File: config.mk
export PLATFORM = sky130hd
export DESIGN_NAME = ltirq_top
export DESIGN_NICKNAME = d
export VERILOG_FILES = /design/src/ltirq_pkg.sv /design/src/ltirq_fault_run.sv /design/src/ltirq_od_pin.sv /design/src/ltirq_top.sv
export SDC_FILE = /design/constraint.sdc
export NUM_CORES = 1
export LEC_CHECK = 0
export BUFFER_PORTS_ARGS = -buffer_cell sky130_fd_sc_hd__buf_2
export CAP_MARGIN = 20
export CORE_MARGIN = 10
export CORE_UTILIZATION = 50
export DETAILED_ROUTE_END_ITERATION = 7
export HOLD_SLACK_MARGIN = 0.15
export PLACE_DENSITY = 0.74
export SLEW_MARGIN = 20
export SYNTH_ARGS = -nofsm -noshare
export SYNTH_HDL_FRONTEND = slang
export SYNTH_SLANG_ARGS = --single-unit
File: constraint.sdc
create_clock -name clk -period 3.1 [get_ports clk]
set_input_delay 0.465 -clock clk [delete_from_list [all_inputs] [get_ports clk]]
set_output_delay 0.465 -clock clk [all_outputs]
set_load 0.01 [all_outputs]
File: src/ltirq_pkg.sv
// constants and types shared by the light threshold interrupt reporting block
package ltirq_pkg;

	// ****************************************
	// register bus geometry and offsets
	// ****************************************
	localparam int DATA_W = 16;
	localparam int ADDR_W = 4;
	localparam logic [3:0] ADDR_RESULT = 4'h0;
	localparam logic [3:0] ADDR_CFG = 4'h1;
	localparam logic [3:0] ADDR_LOW = 4'h2;
	localparam logic [3:0] ADDR_HIGH = 4'h3;
	localparam logic [3:0] ADDR_STAT = 4'h4;

	// ****************************************
	// configuration field positions
	// ****************************************
	localparam int CFG_FC_LSB = 0;
	localparam int CFG_LEVEL = 3;
	localparam int CFG_LATCH = 4;
	localparam int CFG_FLAG_LOW = 5;
	localparam int CFG_FLAG_HIGH = 6;
	localparam int CFG_READY = 7;
	localparam int CFG_MODE_LSB = 9;
	localparam int LOW_TOP_LSB = 14;
	localparam int STAT_PIN = 0;
	localparam int STAT_ACTIVE = 1;

	// ****************************************
	// codes and reset values
	// ****************************************
	localparam logic [1:0] MODE_SHUTDOWN = 2'h0;
	localparam logic [1:0] EOC_CODE = 2'h3;
	localparam logic [15:0] LOW_RST = 16'h0000;
	localparam logic [15:0] HIGH_RST = 16'hffff;
	localparam logic [15:0] RESULT_RST = 16'h0000;
	localparam logic LATCH_RST = 1'h1;
	localparam logic LEVEL_RST = 1'h0;
	localparam logic [1:0] FC_RST = 2'h0;
	localparam logic [1:0] MODE_RST = 2'h0;
	localparam logic [2:0] RUN_SAT = 3'h4;

	// one bus request: address, write data and the two strobes
	typedef struct packed {
		logic [3:0] addr;
		logic [15:0] wdata;
		logic wr;
		logic rd;
	} ltirq_req_type;

	// outcome of one conversion against the two limits
	typedef enum logic [1:0] {
		LTIRQ_CMP_NONE = 2'b00,
		LTIRQ_CMP_HIGH = 2'b01,
		LTIRQ_CMP_LOW = 2'b10
	} ltirq_cmp_type;

endpackage

File: src/ltirq_fault_run.sv
// consecutive fault counter that qualifies high and low comparisons
`timescale 1ns/1ns
`default_nettype none
module ltirq_fault_run (
	input wire logic clk,
	input wire logic rst,
	input wire logic conv_done,
	input wire ltirq_pkg::ltirq_cmp_type cmp,
	input wire logic [1:0] fc_code,
	output logic hit_high,
	output logic hit_low
);
	ltirq_pkg::ltirq_cmp_type outcome_q;
	ltirq_pkg::ltirq_cmp_type outcome_d;
	logic [2:0] run_q;
	logic [2:0] run_d;
	logic [2:0] target;

	// run length per outcome; a different outcome restarts the run
	always_comb begin
		outcome_d = outcome_q;
		run_d = run_q;
		target = {1'b0, fc_code} + 3'h1;
		if (conv_done) begin
			if (cmp != outcome_q) begin
				outcome_d = cmp;
				run_d = 3'h1;
			end else if (run_q != ltirq_pkg::RUN_SAT) begin
				run_d = run_q + 3'h1;
			end
		end
		// qualified once the run reaches the programmed length
		hit_high = conv_done && cmp == ltirq_pkg::LTIRQ_CMP_HIGH && run_d >= target;
		hit_low = conv_done && cmp == ltirq_pkg::LTIRQ_CMP_LOW && run_d >= target;
	end

	// run state registers
	always_ff @(posedge clk or posedge rst) begin
		if (rst) begin
			outcome_q <= ltirq_pkg::LTIRQ_CMP_NONE;
			run_q <= 3'h0;
		end else begin
			outcome_q <= outcome_d;
			run_q <= run_d;
		end
	end
endmodule
`default_nettype wire

File: src/ltirq_od_pin.sv
// open-drain interrupt pin driver with selectable level
`timescale 1ns/1ns
`default_nettype none
module ltirq_od_pin (
	input wire logic clk,
	input wire logic rst,
	input wire logic irq_active,
	input wire logic level_sel,
	output logic pin_o,
	output logic pin_oe
);
	logic oe_q;
	logic oe_d;
	logic o_q;

	// pull low when active with level 0, or inactive with level 1
	always_comb begin
		oe_d = irq_active ^ level_sel;
	end

	// the pin only ever pulls low; the data flop stays at zero
	always_ff @(posedge clk or posedge rst) begin
		if (rst) begin
			oe_q <= 1'b0;
			o_q <= 1'b0;
		end else begin
			oe_q <= oe_d;
			o_q <= 1'b0;
		end
	end

	assign pin_o = o_q;
	assign pin_oe = oe_q;
endmodule
`default_nettype wire

File: src/ltirq_top.sv
// interrupt reporting core: limits, flags, ready bit and interrupt pin
//
// The address-and-strobe port and the register offsets were left to the implementer.
`timescale 1ns/1ns
`default_nettype none
// Functional notes
// - latched mode, qualified high fault sets flag-high, interrupt and ready.
// - latched mode, qualified low fault sets flag-low, interrupt and ready.
// - unqualified conversion only sets ready, outside end-of-conversion mode.
// - latched mode, config read clears both flags and the interrupt.
// - config read clears ready; first read after completion sees 1.
// - config write selecting shutdown changes no reporting state, except in latched mode a latch bit of 0 drops the interrupt.
// - config write not shutdown clears ready; comparison state kept.
// - latched mode, alert response drops interrupt, keeps flags and ready.
// - transparent mode, high fault: interrupt on, flag-high 1, flag-low 0.
// - transparent mode, low fault: interrupt off outside end-of-conversion mode, flag-low 1, flag-high 0.
// - transparent mode, config reads and writes leave flags, and the interrupt outside end-of-conversion mode.
// - with latch bit 0 the alert response is ignored completely.
// - pin pulls low when active xor level select is one.
// - low-limit top bits 11 select end-of-conversion mode.
// - end-of-conversion mode asserts interrupt on every completion.
// - end-of-conversion interrupt cleared by read, non-shutdown write, and alert in latched mode.
// - end-of-conversion plus latched keeps latched flag setting and read clear.
// - a fault reports only after the programmed consecutive count.
// - latch bit 4 of config: 1 latched window, 0 transparent.
module ltirq_top (
	input wire logic clk,
	input wire logic rst,
	input wire ltirq_pkg::ltirq_req_type req,
	output logic [15:0] rd_data,
	input wire logic conv_done,
	input wire logic [15:0] conv_result,
	input wire logic alert_resp,
	output logic alert_ack,
	input wire logic int_i,
	output logic int_o,
	output logic int_oe
);
	// ****************************************
	// register state
	// ****************************************
	logic latch_q;
	logic latch_d;
	logic level_q;
	logic level_d;
	logic [1:0] fc_q;
	logic [1:0] fc_d;
	logic [1:0] mode_q;
	logic [1:0] mode_d;
	logic [15:0] low_q;
	logic [15:0] low_d;
	logic [15:0] high_q;
	logic [15:0] high_d;
	logic [15:0] result_q;
	logic [15:0] result_d;
	logic fh_q;
	logic fh_d;
	logic fl_q;
	logic fl_d;
	logic act_q;
	logic act_d;
	logic rdy_q;
	logic rdy_d;
	logic ack_q;
	logic ack_d;
	logic [15:0] rd_q;
	logic [15:0] rd_d;
	logic pin_in_q;

	logic rd_cfg;
	logic wr_cfg;
	logic wr_run;
	logic eoc;
	logic hit_high;
	logic hit_low;
	ltirq_pkg::ltirq_cmp_type cmp;

	// ****************************************
	// decode and comparison
	// ****************************************

	// config accesses and mode selection
	assign rd_cfg = req.rd && req.addr == ltirq_pkg::ADDR_CFG;
	assign wr_cfg = req.wr && req.addr == ltirq_pkg::ADDR_CFG;
	assign wr_run = wr_cfg && req.wdata[ltirq_pkg::CFG_MODE_LSB +: 2] != ltirq_pkg::MODE_SHUTDOWN;
	assign eoc = low_q[ltirq_pkg::LOW_TOP_LSB +: 2] == ltirq_pkg::EOC_CODE;

	// raw unsigned compare; a high limit below the low limit is the host's problem
	always_comb begin
		if (conv_result > high_q) begin
			cmp = ltirq_pkg::LTIRQ_CMP_HIGH;
		end else if (conv_result < low_q) begin
			cmp = ltirq_pkg::LTIRQ_CMP_LOW;
		end else begin
			cmp = ltirq_pkg::LTIRQ_CMP_NONE;
		end
	end

	ltirq_fault_run u_run (
		.clk(clk),
		.rst(rst),
		.conv_done(conv_done),
		.cmp(cmp),
		.fc_code(fc_q),
		.hit_high(hit_high),
		.hit_low(hit_low)
	);

	// ****************************************
	// software registers
	// ****************************************

	// writable fields; flags and ready are read-only to software
	always_comb begin
		latch_d = latch_q;
		level_d = level_q;
		fc_d = fc_q;
		mode_d = mode_q;
		low_d = low_q;
		high_d = high_q;
		result_d = result_q;
		if (wr_cfg) begin
			latch_d = req.wdata[ltirq_pkg::CFG_LATCH];
			level_d = req.wdata[ltirq_pkg::CFG_LEVEL];
			fc_d = req.wdata[ltirq_pkg::CFG_FC_LSB +: 2];
			mode_d = req.wdata[ltirq_pkg::CFG_MODE_LSB +: 2];
		end
		if (req.wr && req.addr == ltirq_pkg::ADDR_LOW) begin
			low_d = req.wdata;
		end
		if (req.wr && req.addr == ltirq_pkg::ADDR_HIGH) begin
			high_d = req.wdata;
		end
		if (conv_done) begin
			result_d = conv_result;
		end
	end

	always_ff @(posedge clk or posedge rst) begin
		if (rst) begin
			latch_q <= ltirq_pkg::LATCH_RST;
			level_q <= ltirq_pkg::LEVEL_RST;
			fc_q <= ltirq_pkg::FC_RST;
			mode_q <= ltirq_pkg::MODE_RST;
			low_q <= ltirq_pkg::LOW_RST;
			high_q <= ltirq_pkg::HIGH_RST;
			result_q <= ltirq_pkg::RESULT_RST;
		end else begin
			latch_q <= latch_d;
			level_q <= level_d;
			fc_q <= fc_d;
			mode_q <= mode_d;
			low_q <= low_d;
			high_q <= high_d;
			result_q <= result_d;
		end
	end

	// ****************************************
	// reporting state
	// ****************************************

	// clears are applied first so that a same-cycle set always wins
	always_comb begin
		fh_d = fh_q;
		fl_d = fl_q;
		act_d = act_q;
		rdy_d = rdy_q;
		ack_d = 1'b0;
		if (latch_q) begin
			if (rd_cfg) begin
				fh_d = 1'b0;
				fl_d = 1'b0;
				act_d = 1'b0;
			end
			if (alert_resp) begin
				ack_d = act_q;
				act_d = 1'b0;
			end
			// dropping the latch bit releases a stale latched interrupt
			if (wr_cfg && !req.wdata[ltirq_pkg::CFG_LATCH]) begin
				act_d = 1'b0;
			end
			if (hit_high) begin
				fh_d = 1'b1;
				act_d = 1'b1;
			end
			if (hit_low) begin
				fl_d = 1'b1;
				act_d = 1'b1;
			end
		end else begin
			// transparent: only qualified comparisons move state, alert unseen
			if (hit_high) begin
				fh_d = 1'b1;
				fl_d = 1'b0;
				act_d = 1'b1;
			end
			if (hit_low) begin
				fl_d = 1'b1;
				fh_d = 1'b0;
				act_d = 1'b0;
			end
		end
		// end of conversion overrides the comparison on the pin state
		if (eoc) begin
			if (rd_cfg || wr_run) begin
				act_d = 1'b0;
			end
			if (conv_done) begin
				act_d = 1'b1;
			end
		end
		// shutdown writes skip the ready and end-of-conversion clears; only the latch-drop clear above sees them
		if (rd_cfg || wr_run) begin
			rdy_d = 1'b0;
		end
		if (conv_done) begin
			rdy_d = 1'b1;
		end
	end

	always_ff @(posedge clk or posedge rst) begin
		if (rst) begin
			fh_q <= 1'b0;
			fl_q <= 1'b0;
			act_q <= 1'b0;
			rdy_q <= 1'b0;
			ack_q <= 1'b0;
		end else begin
			fh_q <= fh_d;
			fl_q <= fl_d;
			act_q <= act_d;
			rdy_q <= rdy_d;
			ack_q <= ack_d;
		end
	end

	// ****************************************
	// read data and pin
	// ****************************************

	// read data shows the state before the read's own clearing effect
	always_comb begin
		rd_d = 16'h0000;
		if (req.rd) begin
			unique case (req.addr)
				ltirq_pkg::ADDR_RESULT: rd_d = result_q;
				ltirq_pkg::ADDR_CFG: begin
					rd_d[ltirq_pkg::CFG_FC_LSB +: 2] = fc_q;
					rd_d[ltirq_pkg::CFG_LEVEL] = level_q;
					rd_d[ltirq_pkg::CFG_LATCH] = latch_q;
					rd_d[ltirq_pkg::CFG_FLAG_LOW] = fl_q;
					rd_d[ltirq_pkg::CFG_FLAG_HIGH] = fh_q;
					rd_d[ltirq_pkg::CFG_READY] = rdy_q;
					rd_d[ltirq_pkg::CFG_MODE_LSB +: 2] = mode_q;
				end
				ltirq_pkg::ADDR_LOW: rd_d = low_q;
				ltirq_pkg::ADDR_HIGH: rd_d = high_q;
				ltirq_pkg::ADDR_STAT: begin
					rd_d[ltirq_pkg::STAT_PIN] = pin_in_q;
					rd_d[ltirq_pkg::STAT_ACTIVE] = act_q;
				end
				default: rd_d = 16'h0000;
			endcase
		end
	end

	always_ff @(posedge clk or posedge rst) begin
		if (rst) begin
			rd_q <= 16'h0000;
			pin_in_q <= 1'b1;
		end else begin
			rd_q <= rd_d;
			pin_in_q <= int_i;
		end
	end

	assign rd_data = rd_q;
	assign alert_ack = ack_q;

	ltirq_od_pin u_pin (
		.clk(clk),
		.rst(rst),
		.irq_active(act_q),
		.level_sel(level_q),
		.pin_o(int_o),
		.pin_oe(int_oe)
	);
endmodule
`default_nettype wire

Yosys cells after proc, flatten, opt, wreduce, memory -nomap -nowiden. Cells that the tools add are included. W data, S select, Z words.

Flip-flop bits (word level): 82. Input port bits: 43. Output and inout bits: 19.

$add $sub $neg: 2. Magnitude comparators: 3. Equal/unequal tests: 11. Multiplexer cells: 36. Bitwise operators: 1. Reduce and logical (&&, ||, !) cells: 19.

Operator list (count): $mux W1 (24); $pmux W5 S4 (1); $gt A16 B16 Y1 (1); $lt A16 B16 Y1 (1); $mux W16 (1); $pmux W5 S3 (1); $logic_and A1 B1 Y1 (10); $pmux W2 S5 (1); $mux W3 (3); $eq A4 B2 Y1 const B (2); $pmux W2 S4 (1); $ne A3 B1 Y1 const B (2); $pmux W1 S3 (2); $reduce_and A2 Y1 (3); $eq A2 B2 Y1 const B (2); $eq A4 B1 Y1 const B (1); $eq A4 B3 Y1 const B (1); $logic_not A4 Y1 (1); $mux W2 (2); $reduce_bool A2 Y1 (2); $add A2 B1 Y3 const B (1); $add A3 B1 Y3 const B (1); $ge A3 B3 Y1 (1); $ne A3 B3 Y1 const B (1); other kinds (6) (6).

Longest topological paths before layout.
Depth after elaboration: 14. Depth in mapped cells: 17. Gate-level depth less buffers: 17.

Hierarchy. Synthesis repeated with hierarchy kept, for this count alone.

Cells, all modules: 373. Area, all modules: 4448.0 sq um.

By module, submodules not included: ltirq_top (instances 1, cells each 324, area an instance 4017.6 sq um, sequential area each 1924.3 sq um); ltirq_fault_run (instances 1, cells each 44, area an instance 381.6 sq um, sequential area each 125.1 sq um); ltirq_od_pin (instances 1, cells each 5, area an instance 48.8 sq um, sequential area each 25.0 sq um).

Worst setup path after synthesis. No wires, ideal clock.

Path kind: register to register. From: register high_q[14]. To: register act_q. Arrival time: 3.290 ns. Required time: 2.976 ns. Path slack: -0.313 ns. Cell stages (with the launch flop): 17. Clock period less this slack: 3.413 ns. Cell sequence: dfstp_2 > inv_1 > ha_1 > nand4_1 > nor4_2 > a211oi_2 > nand2b_1 > a31oi_2 > o22ai_1 > ha_1 > nand2b_1 > a21oi_1 > nor2b_1 > o21a_1 > nand3b_1 > a41oi_1 > a211o_1.

Cells in the longest elaborated chain, start to end: 13. Elaborated cells on any way between the ends: 20. Those cells by class: 2 x order compare; 3 x eq/ne; 11 x mux; 4 x reduce/logical.

RTL lines: start: declaration (line ltirq_top.sv:52) `logic [15:0] high_q;`; start signal: assignment (line ltirq_top.sv:146) `high_q <= ltirq_pkg::HIGH_RST;`; start signal: assignment (line ltirq_top.sv:154) `high_q <= high_d;`; $gt A16 B16 Y1 * (line ltirq_top.sv:90) `if (conv_result > high_q) begin`; $mux W2 * (line ltirq_top.sv:90); $ne A2 B2 Y1 (line ltirq_fault_run.sv:25) `if (cmp != outcome_q) begin`; $mux W3 (line ltirq_fault_run.sv:25); $mux W3 (line ltirq_fault_run.sv:24) `if (conv_done) begin`; $ge A3 B3 Y1 (line ltirq_fault_run.sv:33, ltirq_fault_run.sv:34); $logic_and A1 B1 Y1 (line ltirq_fault_run.sv:33) `hit_high = conv_done && cmp == ltirq_pkg::LTIRQ_CMP_HIGH && run_d >= target;`; $mux W1, on equally long branches (line ltirq_top.sv:194, ltirq_top.sv:184); $mux W1, on equally long branches (line ltirq_top.sv:199, ltirq_top.sv:188); $mux W1 * (line ltirq_top.sv:170) `if (latch_q) begin`; $mux W1 (line ltirq_top.sv:207) `if (rd_cfg || wr_run) begin`; $mux W1 (line ltirq_top.sv:210) `if (conv_done) begin`; $mux W1 * (line ltirq_top.sv:206) `if (eoc) begin`; named net act_d (line ltirq_top.sv:61) `logic act_d;`; end signal: assignment (line ltirq_top.sv:233) `act_q <= act_d;`; end: declaration (line ltirq_top.sv:60) `logic act_q;`.

The timed path passes the listed nets; every way through them passes the cells marked *. A chain may end at the register's enable or synchronous reset.

Worst setup path after layout. Ends and elaborated chain as after synthesis.

==> reports/results.tsv <==
stage	metric	value	unit
logic_synthesis	syn_area_per_cell	10.66	µm²
sta	setup_viol	3	
critical_path	crit_slowest_cell	dfstp_2	
sta	fin_ws	-477.4	ps
cells_and_area	nets	602	
run_status	violations	negative setup slack	
logic_synthesis	synth_edf_count	0	
logic_synthesis	synthDistinctLibCells	51	
global_route	grt_max_degree	41	
sta	slew-limit-headroom	53.47	%
detailed_routing	num_vias	3561	
sta	rsz0062_at_grt	yes	
logic_synthesis	synth_fp_nets	499	
sta	fin_skew	6.823	ps
cells_and_area	instances_no_fill	635	
sta	worstMarginPinSlew	697.9	ps
global_route	antenna_found_initial	0	
place	place_inst	613	
detailed_routing	finalWirelength	11540	µm
sta	period_minus_slack	3577	ps
critical_path	crit_path_max_incr_delay	550	ps
logic_synthesis	yosys_warnings	0	
clock_network	postCtsHoldBufs	0	
floorplanning	io_pins	62	
sta	fmax	0.2795	GHz
logic_synthesis	synth_area	4466	µm²
logic_synthesis	ys_seq_elements	82	
global_route	grt_pass1_wl	19360	µm
detailed_routing	vias_per_cell	5.608	
detailed_routing	postRouteAntennaNets	0	
floorplanning	coreArea	8721	µm²
critical_path	critPathLaunchType	flip-flop	
detailed_routing	drc	0	
critical_path	cp_num_buf_inv	2	
sta	drv_slew	0	
clock_network	cts_max_path_buffers	2	
logic_synthesis	yosysSeqAreaShare	46.46	%
critical_path	r2r_cells	18	
cells_and_area	area_delta_synth_final	26.56	%
critical_path	cp.required	3340	ps
logic_synthesis	synthCells	419	
global_route	grt_pass1_vias	3865	
power_and_ir_drop	power_density	658.5	nW/µm²
clock_network	clkSinkCount	82	
detailed_routing	drt_pre_antenna_iters	5	
min_path	holdCritPathClass	input pin to async pin	
clock_network	cts_buffers	9	
sta	hold_slack	181.8	ps
floorplanning	fp.dieH	114.5	µm
clock_network	cts_tree	done	
place	io_buffers	60	
detailed_routing	drtIter0Drc	163	
job	drv_cap	0	
global_route	grt.total_usage	18.34	%
critical_path	startpoint	high_q[14]	
power_and_ir_drop	peakVddDrop	401.8	µV
sta	post-route-period-util	115.4	%
cells_and_area	diodes	0	
clock_network	clk_pin_slew	80	ps
critical_path	cp.depth	18	
clock_network	h-tree-depth	3	
cells_and_area	final_common_cell	dfrtp_1	
global_route	overflow	0	
floorplanning	row_count	34	
logic_synthesis	synth_ff_type	dfrtp_1	
detailed_routing	wire_per_inst	18.17	µm
place	dp_hpwl	8395	µm
critical_path	cp.arrival	3820	ps
critical_path	path_class	flip-flop to flip-flop	
clock_network	clk_latency	350	ps
floorplanning	floorplan.initialDensity	51.21	%
critical_path	critical_path_peak_fanout	4	
critical_path	crit_path_end_kind	flip-flop	
place	finalWeightedCongestion	0.8577	
critical_path	r2r-start	high_q[14]	
power_and_ir_drop	p_leak	2.695	nW
cells_and_area	drive_gt1_share	42.50	%
run_status	outcome	finished with violations	
logic_synthesis	async_flop_share	100.0	%
cells_and_area	layout_common_cells	dfrtp_1 (64), buf_2 (60), buf_4 (50), mux2_2 (39)	
critical_path	critical-path-top-delay-family	compound AO/OA/AOI/OAI gates	
critical_path	cp_cell_sequence	inv_2 > ha_4 > nand4_1 > buf_6 > nor2_2 > a211o_1 > a211oi_4 > nand2b_4 > a31oi_4 > o22ai_2 > ha_1 > nand2b_4 > a21oi_2 > nor2b_1 > o21a_1 > nand3b_1 > a21oi_1 > a211o_1	
floorplanning	dieArea	13110	µm²
floorplanning	die_w	114.5	µm
sta	hold_viol	0	
clock_network	ctsRootBufferMaster	clkbuf_8	
-- synthesized netlist by cell type, types with 7 or more instances --
master	number	share of area [%]
a211oi_1	13	2.2
a21oi_1	19	2.1
a22oi_1	7	1.2
clkbuf_1	13	1.1
dfrtp_1	64	36
dfstp_2	18	11
ha_1	37	10
inv_1	40	3.4
mux2_2	39	9.8
nand2_1	35	2.9
nor2_1	19	1.6
nor2b_1	9	1.3
nor4_1	7	0.98
o21ai_0	28	3.1
-- cell type report --
cell class	instances	area (µm²)
clock buffer	11	141.4
timing repair buffer	112	698.2
sequential	82	2074
inverter	40	151.4
multi-input combinational	277	2326
tap	108	135.1
clock inverter	5	125.1
fill	672	3069
-- report_power, final --
group | total, W | internal (W) | switching [W]
Clock | 0.00103 | 0.000638 | 0.000393
Sequential | 0.00143 | 0.00130 | 0.000130
Combinational | 0.00126 | 0.000644 | 0.000612
Total | 0.00372 | 0.00259 | 0.00114
-- layer usage --
metal | GRT usage [%] | share of wire, % | up-vias
li1 | - | - | 1689
met1 | 22.10 | 42 | 1755
met2 | 31.37 | 50 | 97
met3 | 4.140 | 6.0 | 20
met4 | 6.266 | 2.3 | 0
met5 | 0 | 0 | -
-- per-stage QoR --
step | power [W] | utilization [%] | setup TNS (ps) | worst slack, ps | cell area [µm²]
floorplan | 0.002116 | - | -219.5 | -219.5 | 4524
global placement | 0.002489 | 59.86 | -1010 | -426.2 | 5220
detailed placement | 0.002551 | 59.86 | -1451 | -568.1 | 5220
CTS | 0.003678 | 64.18 | -938.3 | -387.3 | 5597
global route | 0.003947 | 64.81 | -1758 | -644.5 | 5652
finish | 0.003722 | 64.81 | -1221 | -477.4 | 5652
-- final timing paths --
path	end	slack [ps]
max reg2reg	act_q	-480
min in group clk	pin_in_q	200
max in group asynchronous	high_q[1]	2120
max	act_q	-480
min	rd_data[4]	180
min reg2reg	u_pin.pin_oe	500
-- worst register-to-register path, stage by stage (launching register included) --
cell	delay (ps)
dfstp_2	550
inv_2	50
ha_4	250
nand4_1	110
buf_6	140
nor2_2	30
a211o_1	290
a211oi_4	300
nand2b_4	220
a31oi_4	110
o22ai_2	140
ha_1	250
nand2b_4	140
a21oi_2	120
nor2b_1	50
o21a_1	190
nand3b_1	140
a21oi_1	90
a211o_1	300
-- flip-flops by register name, summed over array words and instances, names as in the netlist, 2 cells and up --
name	count
low_q	16
result_q	16
u_run.outcome_q	2
mode_q	2
high_q	16
fc_q	2
rd_data	16
u_run.run_q	3
-- cell families after synthesis --
group	Yosys count	synth area share (%)
multiplexers	43	11.57
buffers and inverters	60	5.352
AO/OA/AOI/OAI	92	13.53
AND/OR/NAND/NOR	102	12.24
XOR/XNOR	2	0.3923
other	1	0.08398
flip-flops	82	46.46
adder cells (fa/ha/maj)	37	10.37
-- timing repair --
item / 4_1_cts / 5_1_grt
resized for setup: 13 / 10
cloned: 0 / 0
setup buffers: 4 / 2
pin swaps: 10 / 8
endpoints found under the setup margin: 3 / 3
Note: power is estimated with default switching activity, not from simulation.
